--- src/verilog/bors_map.svh ---
`ifndef BORS_MAP_SVH
`define BORS_MAP_SVH

// register byte offsets
`define BORS_OFF_CTRL 8'h00
`define BORS_OFF_CFG 8'h04
`define BORS_OFF_STAT 8'h08

// brownout_control fields
`define BORS_CTRL_SWEN 7
`define BORS_CTRL_FAST 6
`define BORS_CTRL_RDY 0
`define BORS_CTRL_SWEN_RST 1'b1
`define BORS_CTRL_FAST_RST 1'b0

// configuration register fields
`define BORS_CFG_MODE_LO 0
`define BORS_CFG_MODE_HI 1
`define BORS_CFG_POWERUP_DELAY_ENABLE_N_N 2
`define BORS_CFG_LPEN 3
`define BORS_CFG_LEVEL 4
`define BORS_CFG_PINEN 5
`define BORS_CFG_STKEN 6
`define BORS_CFG_MODE_RST 2'h3
`define BORS_CFG_POWERUP_DELAY_ENABLE_N_N_RST 1'b1
`define BORS_CFG_LPEN_RST 1'b0
`define BORS_CFG_LEVEL_RST 1'b0
`define BORS_CFG_PINEN_RST 1'b1
`define BORS_CFG_STKEN_RST 1'b1

// status register fields
`define BORS_STAT_BOR 0
`define BORS_STAT_POR 1
`define BORS_STAT_RUN 2
`define BORS_STAT_TIMER 3
`define BORS_STAT_WAKE 4
`define BORS_STAT_SLEEP 5

// brown-out mode codes
`define BORS_MODE_OFF 2'h0
`define BORS_MODE_SW 2'h1
`define BORS_MODE_NOSLEEP 2'h2
`define BORS_MODE_ON 2'h3

// timing
`define BORS_CLK_PERIOD_NS 5
`define BORS_POWERUP_DELAY_TIMER_TIME_MS 64
`define BORS_FILTER_TIME_NS 1000
`define BORS_FILTER_CYC ((`BORS_FILTER_TIME_NS + `BORS_CLK_PERIOD_NS - 1) / `BORS_CLK_PERIOD_NS)
`define BORS_POWERUP_DELAY_TIMER_CYC ((`BORS_POWERUP_DELAY_TIMER_TIME_MS * 1000000) / `BORS_CLK_PERIOD_NS)

`endif

--- src/verilog/bors_pkg.sv ---
package bors_pkg;

`include "bors_map.svh"

  typedef enum logic [1:0] {
    BORS_MODE_OFF_E = `BORS_MODE_OFF,
    BORS_MODE_SW_E = `BORS_MODE_SW,
    BORS_MODE_NOSLEEP_E = `BORS_MODE_NOSLEEP,
    BORS_MODE_ON_E = `BORS_MODE_ON
  } bors_mode_e;

  typedef enum logic [2:0] {
    BORS_ST_HOLD,
    BORS_ST_TIMER,
    BORS_ST_START,
    BORS_ST_RUN,
    BORS_ST_SLEEP,
    BORS_ST_WAKE
  } bors_state_e;

  typedef logic [7:0] bors_addr_t;
  typedef logic [31:0] bors_data_t;

endpackage

--- src/verilog/bors_sync.sv ---
`timescale 1ns/1ps
module bors_sync #(
  parameter int W = 1
) (
  // clock and reset
  input wire logic clk,
  input wire logic arst_n,
  // data
  input wire logic [W-1:0] din,
  output logic [W-1:0] dout
);

  logic [W-1:0] stage1_r;

  // two flops per bit; the first stage feeds only the second
  genvar i;
  generate
    for (i = 0; i < W; i++) begin : g_bit
      always_ff @(posedge clk or negedge arst_n) begin
        if (!arst_n) begin
          stage1_r[i] <= 1'b0;
          dout[i] <= 1'b0;
        end else begin
          stage1_r[i] <= din[i];
          dout[i] <= stage1_r[i];
        end
      end
    end
  endgenerate

endmodule

--- src/verilog/bors_delay_timer.sv ---
`timescale 1ns/1ps
module bors_delay_timer #(
  parameter int unsigned CYCLES = 12800000
) (
  // clock and reset
  input wire logic clk,
  input wire logic rst_n,
  // control
  input wire logic hold,
  // status
  output logic running,
  output logic done
);

  logic [23:0] cnt_r;

  // cleared while held, counts once released, stops at the end
  always_ff @(posedge clk or negedge rst_n) begin
    if (!rst_n) begin
      cnt_r <= 24'h000000;
    end else if (hold) begin
      cnt_r <= 24'h000000;
    end else if (!done) begin
      cnt_r <= cnt_r + 24'h000001;
    end
  end

  assign done = (cnt_r == CYCLES[23:0]);
  assign running = !hold && !done;

endmodule

--- src/verilog/bors_sequencer.sv ---
// Decided for this implementation: the register offsets and the APB interface to the registers.
`timescale 1ns/1ps
`include "bors_map.svh"
module bors_sequencer
  import bors_pkg::*;
#(
  parameter int unsigned POWERUP_DELAY_TIMER_CYCLES = `BORS_POWERUP_DELAY_TIMER_CYC
) (
  // clock and reset
  input wire logic pclk,
  input wire logic presetn,
  // apb slave
  input wire logic psel,
  input wire logic penable,
  input wire logic pwrite,
  input wire bors_pkg::bors_addr_t paddr,
  input wire bors_pkg::bors_data_t pwdata,
  output bors_pkg::bors_data_t prdata,
  output logic pready,
  output logic pslverr,
  // analog supply detectors
  input wire logic supply_por_low,
  input wire logic undervoltage,
  input wire logic brownout_circuit_ready,
  input wire logic lowpower_supply_low,
  // reset sources
  input wire logic external_reset_pin_n,
  input wire logic watchdog_timer_reset,
  input wire logic reset_instruction,
  input wire logic stack_overflow,
  input wire logic stack_underflow,
  input wire logic prog_mode_exit,
  input wire logic osc_startup_done,
  // core side
  input wire logic core_sleep,
  output logic core_reset_n,
  output logic wake_stall,
  // analog and power control
  output logic brownout_enable,
  output logic bandgap_force_on,
  output logic brownout_level_sel,
  output logic brownout_generic,
  output logic powerup_delay_running
);

  import bors_pkg::*;

  localparam int unsigned FILTER_CYC = `BORS_FILTER_CYC;

  // decoded register index
  typedef enum logic [1:0] {
    BORS_REG_CTRL,
    BORS_REG_CFG,
    BORS_REG_STAT,
    BORS_REG_NONE
  } bors_reg_e;

  function automatic bors_reg_e reg_decode(input bors_addr_t addr);
    bors_reg_e r;
    r = BORS_REG_NONE;
    if (addr == `BORS_OFF_CTRL) begin
      r = BORS_REG_CTRL;
    end else if (addr == `BORS_OFF_CFG) begin
      r = BORS_REG_CFG;
    end else if (addr == `BORS_OFF_STAT) begin
      r = BORS_REG_STAT;
    end
    return r;
  endfunction

  bors_state_e state_r;
  bors_state_e state_nxt;
  bors_mode_e mode_r;
  logic sw_enable_r;
  logic fast_start_r;
  logic powerup_delay_timer_enable_n_r;
  logic lp_enable_r;
  logic level_sel_r;
  logic pin_enable_r;
  logic stack_enable_r;
  logic bor_flag_r;
  logic por_flag_r;
  logic [15:0] filter_cnt_r;
  logic main_bor_r;
  logic generic_r;
  logic [31:0] rdata_r;
  logic err_r;

  logic [4:0] async_in;
  logic [4:0] async_s;
  logic por_s;
  logic uv_s;
  logic rdy_s;
  logic lp_s;
  logic prog_s;
  logic osc_s;

  logic setup_phase;
  logic wr_access;
  bors_reg_e sel_reg;
  logic supervise_on;
  logic protect_on;
  logic wait_mode;
  logic start_ok;
  logic lp_req;
  logic generic_nxt;
  logic restart;
  logic timer_hold;
  logic timer_done;
  logic seq_release;
  logic async_req;
  logic release_arst_n;

  // detector and programming-exit inputs cross into the clock domain
  assign async_in = {prog_mode_exit, lowpower_supply_low, brownout_circuit_ready, undervoltage,
                     supply_por_low};

  bors_sync #(
    .W(5)
  ) u_in_sync (
    .clk(pclk),
    .arst_n(presetn),
    .din(async_in),
    .dout(async_s)
  );

  bors_sync #(
    .W(1)
  ) u_osc_sync (
    .clk(pclk),
    .arst_n(presetn),
    .din(osc_startup_done),
    .dout(osc_s)
  );

  assign por_s = async_s[0];
  assign uv_s = async_s[1];
  assign rdy_s = async_s[2];
  assign lp_s = async_s[3];
  assign prog_s = async_s[4];

  // supervision and protection per mode
  always_comb begin
    unique case (mode_r)
      BORS_MODE_ON_E: supervise_on = 1'b1;
      BORS_MODE_NOSLEEP_E: supervise_on = (state_r != BORS_ST_SLEEP);
      BORS_MODE_SW_E: supervise_on = sw_enable_r;
      BORS_MODE_OFF_E: supervise_on = 1'b0;
    endcase
  end

  assign protect_on = supervise_on && rdy_s;
  assign wait_mode = (mode_r == BORS_MODE_ON_E) || (mode_r == BORS_MODE_NOSLEEP_E);
  assign start_ok = osc_s && (!wait_mode || (rdy_s && !uv_s));

  // undervoltage filter: short dips never reach the reset
  always_ff @(posedge pclk or negedge presetn) begin
    if (!presetn) begin
      filter_cnt_r <= 16'h0000;
      main_bor_r <= 1'b0;
    end else if (protect_on && uv_s) begin
      if (filter_cnt_r != FILTER_CYC[15:0]) begin
        filter_cnt_r <= filter_cnt_r + 16'h0001;
      end
      main_bor_r <= (filter_cnt_r == FILTER_CYC[15:0]);
    end else begin
      filter_cnt_r <= 16'h0000;
      main_bor_r <= 1'b0;
    end
  end

  assign lp_req = lp_enable_r && lp_s;
  assign generic_nxt = main_bor_r || lp_req;

  always_ff @(posedge pclk or negedge presetn) begin
    if (!presetn) begin
      generic_r <= 1'b0;
    end else begin
      generic_r <= generic_nxt;
    end
  end

  // power-on, programming exit or brown-out restart the whole start-up
  assign restart = por_s || prog_s || generic_r;

  always_comb begin
    state_nxt = state_r;
    unique case (state_r)
      BORS_ST_HOLD: begin
        if (!restart) begin
          state_nxt = powerup_delay_timer_enable_n_r ? BORS_ST_START : BORS_ST_TIMER;
        end
      end
      BORS_ST_TIMER: begin
        if (timer_done) begin
          state_nxt = BORS_ST_START;
        end
      end
      BORS_ST_START: begin
        if (start_ok) begin
          state_nxt = BORS_ST_RUN;
        end
      end
      BORS_ST_RUN: begin
        if (core_sleep) begin
          state_nxt = BORS_ST_SLEEP;
        end
      end
      BORS_ST_SLEEP: begin
        if (!core_sleep) begin
          // only off-in-sleep mode delays wake-up
          state_nxt = (mode_r == BORS_MODE_NOSLEEP_E) ? BORS_ST_WAKE : BORS_ST_RUN;
        end
      end
      BORS_ST_WAKE: begin
        if (rdy_s) begin
          state_nxt = BORS_ST_RUN;
        end
      end
    endcase
    if (restart) begin
      state_nxt = BORS_ST_HOLD;
    end
  end

  always_ff @(posedge pclk or negedge presetn) begin
    if (!presetn) begin
      state_r <= BORS_ST_HOLD;
    end else begin
      state_r <= state_nxt;
    end
  end

  assign timer_hold = (state_r != BORS_ST_TIMER);

  bors_delay_timer #(
    .CYCLES(POWERUP_DELAY_TIMER_CYCLES)
  ) u_powerup_delay_timer (
    .clk(pclk),
    .rst_n(presetn),
    .hold(timer_hold),
    .running(powerup_delay_running),
    .done(timer_done)
  );

  // core reset: source, power-on and programming-exit requests assert at once; brown-out and release are synchronised
  assign seq_release = (state_r == BORS_ST_RUN) || (state_r == BORS_ST_SLEEP) ||
                       (state_r == BORS_ST_WAKE);
  assign async_req = supply_por_low || prog_mode_exit ||
                     (pin_enable_r && !external_reset_pin_n) || watchdog_timer_reset ||
                     reset_instruction ||
                     (stack_enable_r && (stack_overflow || stack_underflow));
  assign release_arst_n = presetn && !async_req;

  bors_sync #(
    .W(1)
  ) u_rel_sync (
    .clk(pclk),
    .arst_n(release_arst_n),
    .din(seq_release),
    .dout(core_reset_n)
  );

  // apb access
  assign setup_phase = psel && !penable;
  assign wr_access = psel && penable && pwrite;
  assign sel_reg = reg_decode(paddr);
  assign pready = psel && penable;
  assign pslverr = err_r && psel && penable;

  // control register: power-on or brown-out restores it
  always_ff @(posedge pclk or negedge presetn) begin
    if (!presetn) begin
      sw_enable_r <= `BORS_CTRL_SWEN_RST;
      fast_start_r <= `BORS_CTRL_FAST_RST;
    end else if (por_s || generic_r) begin
      sw_enable_r <= `BORS_CTRL_SWEN_RST;
      fast_start_r <= `BORS_CTRL_FAST_RST;
    end else if (wr_access && sel_reg == BORS_REG_CTRL) begin
      sw_enable_r <= pwdata[`BORS_CTRL_SWEN];
      fast_start_r <= pwdata[`BORS_CTRL_FAST];
    end
  end

  // configuration register
  always_ff @(posedge pclk or negedge presetn) begin
    if (!presetn) begin
      mode_r <= bors_mode_e'(`BORS_CFG_MODE_RST);
      powerup_delay_timer_enable_n_r <= `BORS_CFG_POWERUP_DELAY_ENABLE_N_N_RST;
      lp_enable_r <= `BORS_CFG_LPEN_RST;
      level_sel_r <= `BORS_CFG_LEVEL_RST;
      pin_enable_r <= `BORS_CFG_PINEN_RST;
      stack_enable_r <= `BORS_CFG_STKEN_RST;
    end else if (wr_access && sel_reg == BORS_REG_CFG) begin
      mode_r <= bors_mode_e'(pwdata[`BORS_CFG_MODE_HI:`BORS_CFG_MODE_LO]);
      powerup_delay_timer_enable_n_r <= pwdata[`BORS_CFG_POWERUP_DELAY_ENABLE_N_N];
      lp_enable_r <= pwdata[`BORS_CFG_LPEN];
      level_sel_r <= pwdata[`BORS_CFG_LEVEL];
      pin_enable_r <= pwdata[`BORS_CFG_PINEN];
      stack_enable_r <= pwdata[`BORS_CFG_STKEN];
    end
  end

  // sticky cause flags, write one to clear; a new event wins over the clear
  always_ff @(posedge pclk or negedge presetn) begin
    if (!presetn) begin
      bor_flag_r <= 1'b0;
      por_flag_r <= 1'b1;
    end else begin
      if (generic_r) begin
        bor_flag_r <= 1'b1;
      end else if (wr_access && sel_reg == BORS_REG_STAT && pwdata[`BORS_STAT_BOR]) begin
        bor_flag_r <= 1'b0;
      end
      if (por_s || prog_s) begin
        por_flag_r <= 1'b1;
      end else if (wr_access && sel_reg == BORS_REG_STAT && pwdata[`BORS_STAT_POR]) begin
        por_flag_r <= 1'b0;
      end
    end
  end

  // read data and error captured in the setup cycle
  always_ff @(posedge pclk or negedge presetn) begin
    if (!presetn) begin
      rdata_r <= 32'h00000000;
      err_r <= 1'b0;
    end else if (setup_phase) begin
      rdata_r <= 32'h00000000;
      err_r <= (sel_reg == BORS_REG_NONE);
      unique case (sel_reg)
        BORS_REG_CTRL: begin
          rdata_r[`BORS_CTRL_SWEN] <= sw_enable_r;
          rdata_r[`BORS_CTRL_FAST] <= fast_start_r;
          rdata_r[`BORS_CTRL_RDY] <= rdy_s;
        end
        BORS_REG_CFG: begin
          rdata_r[`BORS_CFG_MODE_HI:`BORS_CFG_MODE_LO] <= mode_r;
          rdata_r[`BORS_CFG_POWERUP_DELAY_ENABLE_N_N] <= powerup_delay_timer_enable_n_r;
          rdata_r[`BORS_CFG_LPEN] <= lp_enable_r;
          rdata_r[`BORS_CFG_LEVEL] <= level_sel_r;
          rdata_r[`BORS_CFG_PINEN] <= pin_enable_r;
          rdata_r[`BORS_CFG_STKEN] <= stack_enable_r;
        end
        BORS_REG_STAT: begin
          rdata_r[`BORS_STAT_BOR] <= bor_flag_r;
          rdata_r[`BORS_STAT_POR] <= por_flag_r;
          rdata_r[`BORS_STAT_RUN] <= (state_r == BORS_ST_RUN);
          rdata_r[`BORS_STAT_TIMER] <= (state_r == BORS_ST_TIMER);
          rdata_r[`BORS_STAT_WAKE] <= (state_r == BORS_ST_WAKE);
          rdata_r[`BORS_STAT_SLEEP] <= (state_r == BORS_ST_SLEEP);
        end
        BORS_REG_NONE: begin
          rdata_r <= 32'h00000000;
        end
      endcase
    end
  end

  assign prdata = rdata_r;

  // outputs to the analog side and the core
  always_ff @(posedge pclk or negedge presetn) begin
    if (!presetn) begin
      brownout_enable <= 1'b1;
      bandgap_force_on <= 1'b0;
      brownout_level_sel <= 1'b0;
      brownout_generic <= 1'b0;
      wake_stall <= 1'b0;
    end else begin
      // waiting modes keep the circuit forced on through start and wake
      brownout_enable <= supervise_on || (wait_mode && state_nxt != BORS_ST_SLEEP);
      bandgap_force_on <= fast_start_r &&
                          (mode_r == BORS_MODE_NOSLEEP_E || mode_r == BORS_MODE_SW_E);
      brownout_level_sel <= level_sel_r;
      brownout_generic <= generic_nxt;
      wake_stall <= (state_nxt == BORS_ST_WAKE);
    end
  end

endmodule

--- config.mk ---
export PLATFORM = sky130hd
export DESIGN_NAME = bors_sequencer
export DESIGN_NICKNAME = d
export VERILOG_FILES = /design/src/verilog/bors_pkg.sv /design/src/verilog/bors_sync.sv /design/src/verilog/bors_delay_timer.sv /design/src/verilog/bors_sequencer.sv
export VERILOG_INCLUDE_DIRS = /design/src /design/src/verilog
export SDC_FILE = /design/constraint.sdc
export NUM_CORES = 1
export LEC_CHECK = 0
export ABC_AREA = 1
export BUFFER_PORTS_ARGS = -buffer_cell sky130_fd_sc_hd__buf_2
export CAP_MARGIN = 20
export CORE_MARGIN = 5
export CORE_UTILIZATION = 54
export CTS_BUF_LIST = sky130_fd_sc_hd__clkbuf_16
export CTS_CLUSTER_SIZE = 12
export DETAILED_ROUTE_END_ITERATION = 8
export PLACE_DENSITY = 0.77
export SETUP_SLACK_MARGIN = 0.4
export SLEW_MARGIN = 30
export SYNTH_ARGS = -nofsm -noshare
export SYNTH_HDL_FRONTEND = slang
export SYNTH_SLANG_ARGS = --single-unit
export TNS_END_PERCENT = 10
--- constraint.sdc ---
create_clock -name pclk -period 1.12 [get_ports pclk]
set_input_delay 0.056 -clock pclk [delete_from_list [all_inputs] [get_ports pclk]]
set_output_delay 0.056 -clock pclk [all_outputs]
set_load 0.01 [all_outputs]
Yosys cells after proc, flatten, opt, wreduce, memory -nomap -nowiden --
Index checks and enable logic that the tools add are counted.
Storage, ports and cells: word-level logic and storage cells 140, output and inout port bits 41, register bits after elaboration 83
Cells by class: multiplexer cells 30, reductions and logical operators 51, equal/unequal tests 22, $add $sub $neg 2
Operators by type and width (count):
- $mux W24 | 2
- $mux W16 | 2
- $add A24 B1 Y24 const B | 1
- $eq A24 B24 Y1 const B | 1
- $logic_and A1 B1 Y1 | 21
- $mux W3 | 7
- $pmux W3 S6 | 1
- $add A16 B1 Y16 const B | 1
- $eq A16 B8 Y1 const B | 1
- $logic_or A1 B1 Y1 | 16
- $ne A16 B8 Y1 const B | 1
- $mux W1 | 11
- $pmux W5 S2 | 1
- $eq A3 B3 Y1 const B | 3
- $eq A2 B2 Y1 const B | 4
- $eq A8 B3 Y1 const B | 1
- $eq A8 B4 Y1 const B | 1
- $logic_not A8 Y1 | 1
- $pmux W1 S4 | 2
- $logic_not A1 Y1 | 7
- $eq A3 B2 Y1 const B | 2
- $mux W2 | 3
- $ne A3 B3 Y1 const B | 2
- $reduce_bool A2 Y1 | 3
- 7 further kinds | 10

Longest topological paths before layout --
Gate-level depths: netlist of the first run.
depth after elaboration 11, depth in mapped cells 13, depth with buffers taken out 13

By module --
A second synthesis of the first run with hierarchy kept.
Second synthesis, totals: cells, all modules 574, area, all modules 4553.1 um2
By module, submodules not included:
- bors_sequencer | times used 1, cells each 342, area an instance 2738.9 um2
- bors_delay_timer | times used 1, cells each 218, area an instance 1463.9 um2
- bors_sync (u_in_sync) | times used 1, cells each 10, area an instance 250.2 um2
- bors_sync (u_osc_sync ...) | times used 2, cells each 2, area an instance 50.0 um2

Worst setup path before layout of the first run --
Ideal clock, no wire load.
path kind input to register, from input paddr[1], to register lp_enable_r, path buffers 0, data arrival time 1.324 ns, slack -0.328 ns, stages on the path 7, path through nor2_1 > inv_1 > nor3_1 > inv_1 > ha_1 > nand2_1 > mux2_2
Between the ends: word-level cells in the longest chain between the ends 6, elaborated cells between the ends (all ways) 8, classes of those cells eq/ne: 3; mux: 3; reduce/logical: 2
RTL lines:
- start: declaration | RTL line bors_sequencer.sv:16 | input wire bors_pkg::bors_addr_t paddr,
- $eq A8 B4 Y1 (no source line)
- $mux W1 | RTL line bors_sequencer.sv:65 | end else if (addr == `BORS_OFF_STAT) begin
- $mux W2 | RTL line bors_sequencer.sv:63 | end else if (addr == `BORS_OFF_CFG) begin
- $mux W2 (*) | RTL line bors_sequencer.sv:61 | if (addr == `BORS_OFF_CTRL) begin
- $eq A2 B1 Y1 (*) | RTL line bors_sequencer.sv:294 | end else if (wr_access && sel_reg == BORS_REG_CFG) begin
- $logic_and A1 B1 Y1 (*) | RTL line bors_sequencer.sv:294
- end signal: assignment | RTL line bors_sequencer.sv:290 | lp_enable_r <= `BORS_CFG_LPEN_RST;
- end signal: assignment | RTL line bors_sequencer.sv:297 | lp_enable_r <= pwdata[`BORS_CFG_LPEN];
- end: declaration | RTL line bors_sequencer.sv:77 | logic lp_enable_r;
Mark *: on every way between the ends. The rest lies on a longest branch, timed or not. A chain may end at the register's enable or synchronous reset.

Final worst setup path of the first run --
from register state_r[2], to register brownout_enable
Between the ends: word-level cells in the longest chain between the ends 6, elaborated cells between the ends (all ways) 18, classes of those cells eq/ne: 7; mux: 8; reduce/logical: 3
RTL lines:
- start: declaration | RTL line bors_sequencer.sv:71 | bors_state_e state_r;
- start signal: assignment | RTL line bors_sequencer.sv:230 | state_r <= state_nxt;
- $eq A3 B3 Y1, or another cell as far along | RTL line bors_sequencer.sv:188 | unique case (state_r)
- $pmux W3 S6 | RTL line bors_sequencer.sv:188
- $mux W3 | RTL line bors_sequencer.sv:221 | if (restart) begin
- $ne A3 B3 Y1 | RTL line bors_sequencer.sv:372 | brownout_enable <= supervise_on || (wait_mode && state_nxt != BORS_ST_SLEEP);
- $logic_and A1 B1 Y1 | RTL line bors_sequencer.sv:372
- $logic_or A1 B1 Y1 (*) | RTL line bors_sequencer.sv:372
- end signal: assignment | RTL line bors_sequencer.sv:372
- end: declaration | RTL line bors_sequencer.sv:39 | output logic brownout_enable,
Marks and branches as above.

==> results by group, run 1 <==
Detailed routing
  – Via count: between 4000 and 5000
  – # DRC: 0
  – Via-to-Cell Ratio: between 5 and 6
  – Post-route ant nets: 0
  – Iter 0 DRT Violations: 432
  – First-pass iteration count of the detailed router: 5
  – Avg WL per Cell: around 20 um
  – Post-Route WL: between 15000 and 20000 um

Placement
  – Global placer's final weighted congestion: between 0.9 and 1
  – Number of port buffers: a little under 50
  – DP HPWL: 7955 um
  – Pre-CTS setup slack: -0.4510 ns

Pwr
  – VDD IR max: ~1.1 mV
  – PwrDens: 1041 nW/um^2
  – Leak: between 3 and 4 nW

Critical path
  – Startpoint Class: flip-flop
  – Reg-to-Reg Start: state_r[2]$_DFF_PN0_
  – CP Data Arrival Time: 2.15 ns
  – Largest stage delay on the critical path: approximately 0.48 ns
  – Worst R2R End: brownout_enable$_DFF_PN1_
  – Crit Path Category: reg2reg
  – Critical path cell sequence: buf_4 -> nor3_1 -> nand3_2 -> nand2_1 -> nor2_1 -> nand2_1 -> nand2_2 -> nand2_2 -> nand2_2 -> nand2_1
  – CP max-delay cell: nor3_1
  – Critical path required time: ~1.4 ns
  – Crit end category: flip-flop
  – CP max FO: 3
  – FF-to-FF path depth: 10
  – Reg2Reg Setup Slack: -0.73 ns

Timing
  – Setup TNS: -22.19 ns
  – Setup WS post-layout: -0.7283 ns
  – Slew at the pin with the worst max-slew slack: ~0.55 ns
  – Clk_skew: between 0.007 and 0.008 ns
  – Unrepaired setup endpoints after global routing: yes
  – Final setup vio count: 55
  – Tmin final: roughly 1.8 ns
  – Max-slew violations: 0
  – Hold Violations, Final: 0
  – Relative slew margins: 0.6291
  – Final Cycle Share: 1.650
  – Worst hold margin: around 0.05 ns
  – Fmax: 541.0 MHz

Logic synthesis
  – Ys async rst share: 1.000
  – Area contributors post-synth: dfrtp_1 43%, nand2_1 7.5%, inv_1 6.3%, nor2_1 5.7%, dfstp_2 4.9%
  – FF+latch count, synth: 83
  – Biggest area consumer among synthesized cells: dfrtp_1
  – Synth top area share: 0.4349
  – Cell variety after synth: 43
  – Count leader, synth: nand2_1
  – Post-synth EDFFs: 0
  – Register area share after synthesis: 0.4836
  – Synth top cells by count: 86 x nand2_1, 75 x dfrtp_1, 72 x inv_1
  – Post-synth top flop: dfrtp_1
  – YS warnings: 0
  – Post-Synthesis Cells: 518
  – Post-Synthesis Cell Area: around 4300 sq um
  – Syn Area/Cell: 8.331 sq um

Die
  – Die footprint: 9879 sq um
  – Ports: 98
  – Placeable Area: a little under 8000 sq um
  – Row count: 32
  – Die W: roughly 99 um
  – Starting Density: 0.5556
  – Die Ht: slightly below 100 um

Global routing
  – Total global-route track usage: 0.2853
  – Initial antenna violation count: 1
  – Met1 Use GR: 0.3173
  – Pin count of the biggest net entering global routing: 50
  – First-pass GRT wire length: 22260 um
  – Met3 usage: 0.05189
  – Met2 GRT Util: 0.5114
  – GR peak layer: met2
  – Overflow after GRT: 0
  – Number of global-route vias before repair: about 4700

Worst hold path
  – Worst min path class: in2async

Layout
  – Share of cells above drive strength 1: 0.4427
  – Area growth from synthesis to layout: 51.09%
  – Nets@finish: roughly 770
  – # fillers: 399
  – Layout Utilization: 0.8394

Clocking
  – Clock latency on the worst-skew pair: approximately 0.35 ns
  – Htree depth: 3
  – Root Driver: clkbuf_16
  – Register clock-pin slew on the reported worst setup and hold paths: 0.08 ns
  – Clock tree from TritonCTS: yes
  – Max Buffers Root-to-Sink: 2
  – CTS buffer count: 9
  – Clk sinks: 83

Status
  – Status: complete, but fails checks
  – Failing checks: setup timing

Flow run
  – Max cap viols: 0
## stage by stage
stage | power, mW | instance area [sq um] | cells
after global placement | 3.516 | 5328 | 755
final | 6.790 | 6520 | 810
after CTS | 6.620 | 6230 | 805
after detailed placement | 3.530 | 5328 | 755
after global routing | 6.955 | 6520 | 810
after floorplan | 3.356 | 4449 | 541
## layout make-up
cell class	count	area, sq um	area share
diodes	1	2.502	0.0003838
clock buffers	9	225.2	0.03454
clock inverters	7	78.83	0.01209
inverters	78	314.1	0.04817
multi-input cells	352	2306	0.3537
flip-flops and latches	83	2088	0.3203
well taps	102	127.6	0.01957
repair buffers	177	1369	0.2099
repair inverters	1	8.758	0.001343
## cell families (layout without fill, tap and decap cells)
kind of cell / count (synthesis) / after routing / synth area share
AO/OA/AOI/OAI: 87 / 87 / 0.1131
XOR/XNOR: 4 / 4 / 0.008120
adder cells (fa/ha/maj): 12 / 12 / 0.03479
AND/OR/NAND/NOR: 224 / 224 / 0.2409
buffers and inverters: 106 / 272 / 0.1160
flip-flops: 83 / 83 / 0.4836
multiplexers: 1 / 1 / 0.002609
other: 1 / 25 / 0.0008690
## timing repair
action / 4_1_cts / 5_1_grt
buffers inserted: 12 / 4
cloned: 2 / 0
resized for setup: 90 / 72
hold buffers: 20 / 0
endpoints found under the setup margin: 87 / 86
pin swaps: 24 / 24
endpoints found under the hold margin: 97 / 0
## cells in the final DEF, fill, tap and decap left out, types with 10 or more instances in the layout
cell	count
nand2_1	69
o21ai_0	14
buf_4	95
nor2_4	13
nand3_1	20
buf_6	16
nor2_2	12
conb_1	24
nor2_1	49
a21oi_1	24
dfrtp_1	74
nand3_2	10
inv_1	55
buf_2	43
dlygate4sd3_1	20
nand2_2	16
inv_2	16
o21ai_1	14
## flip-flops by register name, summed over array words and instances (netlist names), 2 cells and up
signal                       count
u_powerup_delay_timer.cnt_r     24
filter_cnt_r                    16
prdata                           8
u_in_sync.dout                   5
u_in_sync.stage1_r               5
state_r                          3
mode_r                           2
## worst max-delay path: cells and delay by family, from the launching register on
kind / cells / cell delay, ns
buf+inv: 1 / 0.18
flops: 1 / 0.42
simple gates: 9 / 1.18
## power by group
group | leakage, nW | total, mW | switching [mW] | internal [mW]
clock | 0.149 | 3.11 | 1.51 | 1.59
combinational | 1.93 | 0.605 | 0.359 | 0.246
sequential | 1.08 | 3.08 | 0.0340 | 3.04
total | 3.16 | 6.79 | 1.91 | 4.88
## routing by layer
metal	wire length (um)	part of all wire
met5	0	0
met4	1413	0.086
met2	8200	0.50
met3	1257	0.076
met1	5578	0.34
## worst max-delay path by stage
stage	to	from
after global routing	brownout_enable$_DFF_PN1_	state_r[2]$_DFF_PN0_
after CTS	powerup_delay_running	u_powerup_delay_timer.cnt_r[1]$_DFFE_PN0P_
after floorplan	filter_cnt_r[14]$_DFFE_PN0N_	mode_r[1]$_DFFE_PN1P_
final	brownout_enable$_DFF_PN1_	state_r[2]$_DFF_PN0_
after global placement	filter_cnt_r[14]$_DFFE_PN0N_	mode_r[1]$_DFFE_PN1P_
after detailed placement	brownout_enable$_DFF_PN1_	mode_r[1]$_DFFE_PN1P_
(Power assumes the default switching activity.)
==> run 2, diff against run 1 <==
- GPL_TIMING_DRIVEN: default -> 0
==> run 2 against run 1 <==
Power down 2.9%. The flow finishes with violations (hold timing, setup timing). Clock skew up 0.0027 ns. Flip-flop and latch count unchanged. Largest cell class unchanged. Worst hold slack worse by 0.46 ns. Final area down 9.2%. Count of clock-buffer cells in the layout unchanged. Combinational power down 4.1%. Routed wire length down 32%. Non-clock buffer count down 67. First-iteration DRC count down 53%. Fmax up 9.5%.
==> results by group, run 2 (same netlist as run 1, synthesis figures left out) <==
Status
  – Status: complete, but fails checks
  – Failing checks: hold timing, setup timing

Critical path
  – Critical path required time: between 1 and 1.5 ns
  – Crit Path Category: reg2reg
  – Startpoint Class: flip-flop
  – CP Data Arrival Time: about 2.0 ns
  – Crit end category: flip-flop
  – CP max FO: 7

Global routing
  – Overflow after GRT: 0
  – Total global-route track usage: 0.2221
  – Number of global-route vias before repair: 3839
  – First-pass GRT wire length: between 15000 and 20000 um
  – Pin count of the biggest net entering global routing: 52
  – Initial antenna violation count: 0

Detailed routing
  – # DRC: 0
  – Met3 WL post-DR: ~560 um
  – Post-Route WL: between 10000 and 15000 um
  – Via count: 3839
  – First-pass iteration count of the detailed router: 5
  – Iter 0 DRT Violations: approximately 200
  – Via-to-Cell Ratio: around 5.2
  – Metal2 WL: a little under 6000 um
  – Post-route ant nets: 0
  – Met1 WL: approximately 4400 um
  – Avg WL per Cell: between 10 and 15 um
  – Max layer used: met4

Clocking
  – Htree depth: 3
  – Clk sinks: 83
  – Max Buffers Root-to-Sink: 2
  – Hold_buf cts: 18
  – Register clock-pin slew on the reported worst setup and hold paths: 0.07 ns
  – CTS buffer count: 9
  – Clock latency on the worst-skew pair: between 0.3 and 0.4 ns
  – Root Driver: clkbuf_16
  – Clock tree from TritonCTS: yes

Die
  – Die footprint: 9879 sq um
  – Starting Density: 0.5556
  – Die Ht: between 90 and 100 um
  – Row count: 32
  – Die W: ~100 um
  – Placeable Area: between 7000 and 8000 sq um
  – Ports: 98

Pwr
  – Seq pwr share: 0.467
  – PwrDens: roughly 1100 nW/um^2
  – Comb pwr share: 0.088
  – Switching share of power: 0.2571
  – Final Power: ~6.6 mW
  – Leak: 2.852 nW
  – Internal Power: about 4.9 mW
  – Clock share of power: 0.445
  – Net Switching: about 1.7 mW
  – VDD IR max: just under 0.9 mV

Layout
  – Nets@finish: 704
  – Most frequent cells in the layout: 74 x nand2_1, 71 x dfrtp_1, 56 x inv_1
  – Diode count: 0
  – Area growth from synthesis to layout: 37.23%
  – Reg with most FFs: u_powerup_delay_timer.cnt_r
  – Max reg flops: 24
  – Most common cell after layout, fill and taps aside: nand2_1
  – Share of cells above drive strength 1: 0.3578

Timing
  – Unrepaired setup endpoints after global routing: yes
  – Final Cycle Share: 1.508
  – Slew at the pin with the worst max-slew slack: approximately 0.55 ns
  – Setup WS post-layout: -0.5686 ns
  – Worst hold margin: -0.4149 ns
  – Relative slew margins: 0.6307
  – Hold Violations, Final: a little over 80
  – Clk_skew: 0.01043 ns
  – Final setup vio count: 50
  – Fmax: between 500 and 600 MHz
  – Max-slew violations: 0
  – Tmin final: about 1.7 ns

Placement
  – Number of port buffers: 48
  – DP HPWL: ~7000 um
  – Global placer's final weighted congestion: between 0.8 and 0.9

Flow run
  – Max cap viols: 0

Worst hold path
  – Worst min path class: in2async
[run 2: layout make-up]
class | count | area, sq um
Clock buffer | 9 | 225.2
Buffer | 28 | 235.2
Fill cell | 528 | 1846
Tap cell | 102 | 127.6
Timing Repair Buffer | 82 | 663.1
Clock inverter | 7 | 73.82
Timing Repair inverter | 1 | 8.758
Sequential cell | 83 | 2092
Inverter | 78 | 306.5
Multi-Input combinational cell | 352 | 2190
[run 2: worst max-delay path: stages, from the launching register on]
cell and delay (ns):
dfstp_2 0.58, ha_1 0.17, inv_1 0.08, nand2_1 0.10
a21oi_2 0.06, nor3_4 0.17, buf_6 0.19, buf_6 0.12
nand2_2 0.04, a21oi_2 0.09
[run 2: what timing repair did]
| item | in CTS | in global routing |
|---|---|---|
| cloned | 1 | 0 |
| gates resized for setup | 84 | 59 |
| buffers inserted | 11 | 4 |
| pin swaps | 23 | 21 |
| setup endpoints to repair | 87 | 87 |
| hold endpoints to repair | 96 | 82 |
[run 2: final timing paths]
check / slack, ns / to / cells past startpoint / startpoint
max in group asynchronous: 0.43 / u_rel_sync.dout$_DFF_PN0_ / 4 / pin_enable_r$_DFFE_PN1P_
setup reg to reg: -0.57 / filter_cnt_r[11]$_DFFE_PN0N_ / 9 / mode_r[0]$_DFFE_PN1P_
hold / removal: -0.41 / err_r$_DFFE_PN0P_ / 1 / presetn
min in group pclk: -0.05 / lp_enable_r$_DFFE_PN0P_ / 2 / pwdata[3]
hold reg to reg: 0.35 / u_rel_sync.stage1_r$_DFF_PN0_ / 2 / stack_enable_r$_DFFE_PN1P_
setup / recovery: -0.57 / filter_cnt_r[11]$_DFFE_PN0N_ / 9 / mode_r[0]$_DFFE_PN1P_
[run 2: layer usage]
metal | up-vias | track usage
met5 | - | 0
met4 | 0 | 0.07143
met3 | 22 | 0.04418
met2 | 126 | 0.3879
met1 | 1825 | 0.2764
li1 | 1866 | -
[run 2: through the flow]
step	setup slack (ns)	std cells	utilization	cell area [sq um]	setup TNS, ns
floorplan	-0.3022	541	-	4449	-8.522
global placement	-0.5851	691	0.6202	4817	-64.70
detailed placement	-0.5192	692	0.6245	4851	-22.65
CTS	-0.4873	738	0.7339	5700	-15.09
global route	-0.6595	742	0.7624	5922	-22.13
finish	-0.5686	742	0.7624	5922	-18.29
[run 2: power by group through the flow]
stage               logic, mW  registers [mW]  clock network (mW)
floorplan               0.233            3.12                   0
global placement        0.388            3.13                   0
detailed placement      0.411            3.13                   0
CTS                     0.523            3.07                2.96
global route            0.637            3.08                3.13
finish                  0.580            3.08                2.93
==> run 3, diff against run 2 <==
- CORE_MARGIN: 5 -> default
- PLACE_DENSITY: 0.77 -> default
- PLACE_DENSITY_LB_ADDON: default -> 0.2
- clock period: 1.12 -> 1.7 ns (I/O delays scaled with it)
==> run 3 against run 2 <==
The flow now finishes without violations. First-iteration DRC count is 7.9% lower. Final area fell by 1.5%. Die area is 15% lower. Routed wire length fell by 5.8%. Highest routed layer unchanged.
==> results by group, run 3 (same netlist as run 1, synthesis figures left out) <==
Status
  – Status: finished clean

Timing
  – Unrepaired setup endpoints after global routing: yes
  – Clk_skew: 0.01024 ns
  – Final Cycle Share: 0.9445
  – Worst hold margin: 0.01113 ns
  – Final setup vio count: 0
  – Fmax: just over 600 MHz
  – Relative slew margins: 0.6363
  – Slew at the pin with the worst max-slew slack: between 0.5 and 0.6 ns
  – Max-slew violations: 0
  – Hold Violations, Final: 0
  – Tmin final: around 1.6 ns

Detailed routing
  – Avg WL per Cell: about 14 um
  – # DRC: 0
  – First-pass iteration count of the detailed router: 4
  – Post-route ant nets: 0
  – Iter 0 DRT Violations: about 190
  – Via-to-Cell Ratio: a little over 5
  – Post-Route WL: 10480 um
  – Via count: between 3000 and 4000

Clocking
  – Max Buffers Root-to-Sink: 2
  – Htree depth: 3
  – Clock latency on the worst-skew pair: between 0.3 and 0.4 ns
  – Clock tree from TritonCTS: yes
  – Clk sinks: 83
  – Root Driver: clkbuf_16
  – Register clock-pin slew on the reported worst setup and hold paths: about 0.070 ns
  – CTS buffer count: 9

Critical path
  – Worst R2R End: filter_cnt_r[0]$_DFFE_PN0N_
  – Critical Path Source: mode_r[1]$_DFFE_PN1P_
  – Stages on the worst setup path: 9
  – Critical path required time: ~1.9 ns
  – CP max-delay cell: dfstp_2
  – CP max FO: 3
  – Setup crit end: filter_cnt_r[0]$_DFFE_PN0N_
  – CP bufs+invs: 2
  – Startpoint Class: flip-flop
  – Crit path max-delay family: flip-flops
  – Largest stage delay on the critical path: slightly above 0.6 ns
  – Reg2Reg Setup Slack: between 0.09 and 0.1 ns
  – FF-to-FF path depth: 9
  – Reg-to-Reg Start: mode_r[1]$_DFFE_PN1P_
  – Crit end category: flip-flop
  – Crit Path Category: reg2reg
  – Cell mode on critical path: nand2_2
  – CP Data Arrival Time: around 1.8 ns
  – Critical path cell sequence: inv_2 -> ha_4 -> nand2_2 -> nand2_2 -> a21oi_4 -> nor3_4 -> buf_6 -> o21ai_1 -> a21oi_1

Layout
  – Nets@finish: roughly 710
  – Share of cells above drive strength 1: 0.3479
  – Most common cell after layout, fill and taps aside: nand2_1
  – Final Non-Filler Cells: 743
  – Area growth from synthesis to layout: 35.11%
  – Most frequent cells in the layout: 73 x nand2_1, 68 x dfrtp_1, 59 x nor2_1, 59 x inv_1, 47 x buf_2
  – Reg with most FFs: u_powerup_delay_timer.cnt_r
  – # fillers: 530
  – Max reg flops: 24
  – Diode count: 0

Global routing
  – Total global-route track usage: 0.2619
  – First-pass GRT wire length: between 15000 and 20000 um
  – Pin count of the biggest net entering global routing: 47
  – Overflow after GRT: 0
  – Initial antenna violation count: 0
  – Number of global-route vias before repair: roughly 3700

Flow run
  – Max cap viols: 0

Pwr
  – VDD IR max: about 1 mV
  – PwrDens: around 770 nW/um^2
  – Leak: between 2 and 3 nW

Placement
  – DP HPWL: 6779 um
  – Placed insts: roughly 700
  – Global placer's final weighted congestion: 0.8605
  – Number of port buffers: 48

Die
  – Starting Density: 0.5585
  – Die W: slightly above 90 um
  – Die Ht: about 91 um
  – Ports: about 100
  – Placeable Area: 7727 sq um
  – Row count: 32
  – Die footprint: 8353 sq um

Worst hold path
  – Worst min path class: in2reg
[run 3: final cells by class]
cell class	count	area [sq um]	share of cell area
Timing Repair Buffer	84	604.3	0.1036
Multi-Input combinational cell	352	2152	0.3691
Buffer	28	219.0	0.03755
Inverter	78	305.3	0.05236
Sequential cell	83	2096	0.3594
Clock inverter	7	101.3	0.01738
Clock buffer	9	225.2	0.03863
Tap cell	102	127.6	0.02189
[run 3: worst reg2reg max path: cells and delay by family, from the launching register on]
kind | cells | cell delay [ns]
fa+ha+maj | 1 | 0.16
simple gates | 3 | 0.21
flops | 1 | 0.61
compound gates | 3 | 0.30
buf+inv | 2 | 0.21
[run 3: worst min-delay path by stage]
stage / startpoint / endpoint / slack [ns] / depth (start not counted)
floorplan: presetn / bandgap_force_on$_DFF_PN0_ / -0.21 / 0
global placement: stack_overflow / u_rel_sync.stage1_r$_DFF_PN0_ / 0.17 / 3
detailed placement: presetn / prdata[6]$_DFFE_PN0P_ / 0.0008 / 1
CTS: pwdata[1] / mode_r[1]$_DFFE_PN1P_ / 0.001 / 3
global route: pwdata[1] / mode_r[1]$_DFFE_PN1P_ / 0.009 / 3
finish: pwdata[1] / mode_r[1]$_DFFE_PN1P_ / 0.01 / 3
[run 3: stage by stage]
step                      cell area [sq um]   TNS, ns  worst slack (ns)  total power, mW    util
after floorplan                        4432         0            0.2600            2.208       -
after global placement                 4800    -4.612          -0.06645            2.312  0.6211
after detailed placement               4833         0          0.001314            2.329  0.6255
after CTS                              5463         0            0.1117            4.486  0.7069
after global routing                   5831  -0.08542          -0.03992            4.628  0.7545
final                                  5831         0           0.09432            4.475  0.7545
[run 3: per-layer routing]
| layer | part of all wire | track usage |
|---|---|---|
| met1 | 0.41 | 0.3286 |
| met2 | 0.54 | 0.4674 |
| met3 | 0.038 | 0.04355 |
| met4 | 0.013 | 0.06614 |
| met5 | 0 | 0 |
[run 3: repair_timing]
item / in CTS / in global routing
endpoints found under the hold margin: 51 / 0
hold buffers: 14 / 0
pin swaps: 9 / 37
setup endpoints to repair: 47 / 60
buffers inserted: 11 / 10
resized for setup: 27 / 90
[run 3: power breakdown]
part	switching [mW]	internal, mW
logic	0.188	0.152
registers	0.0193	2.01
clock network	0.809	1.30
total	1.02	3.46
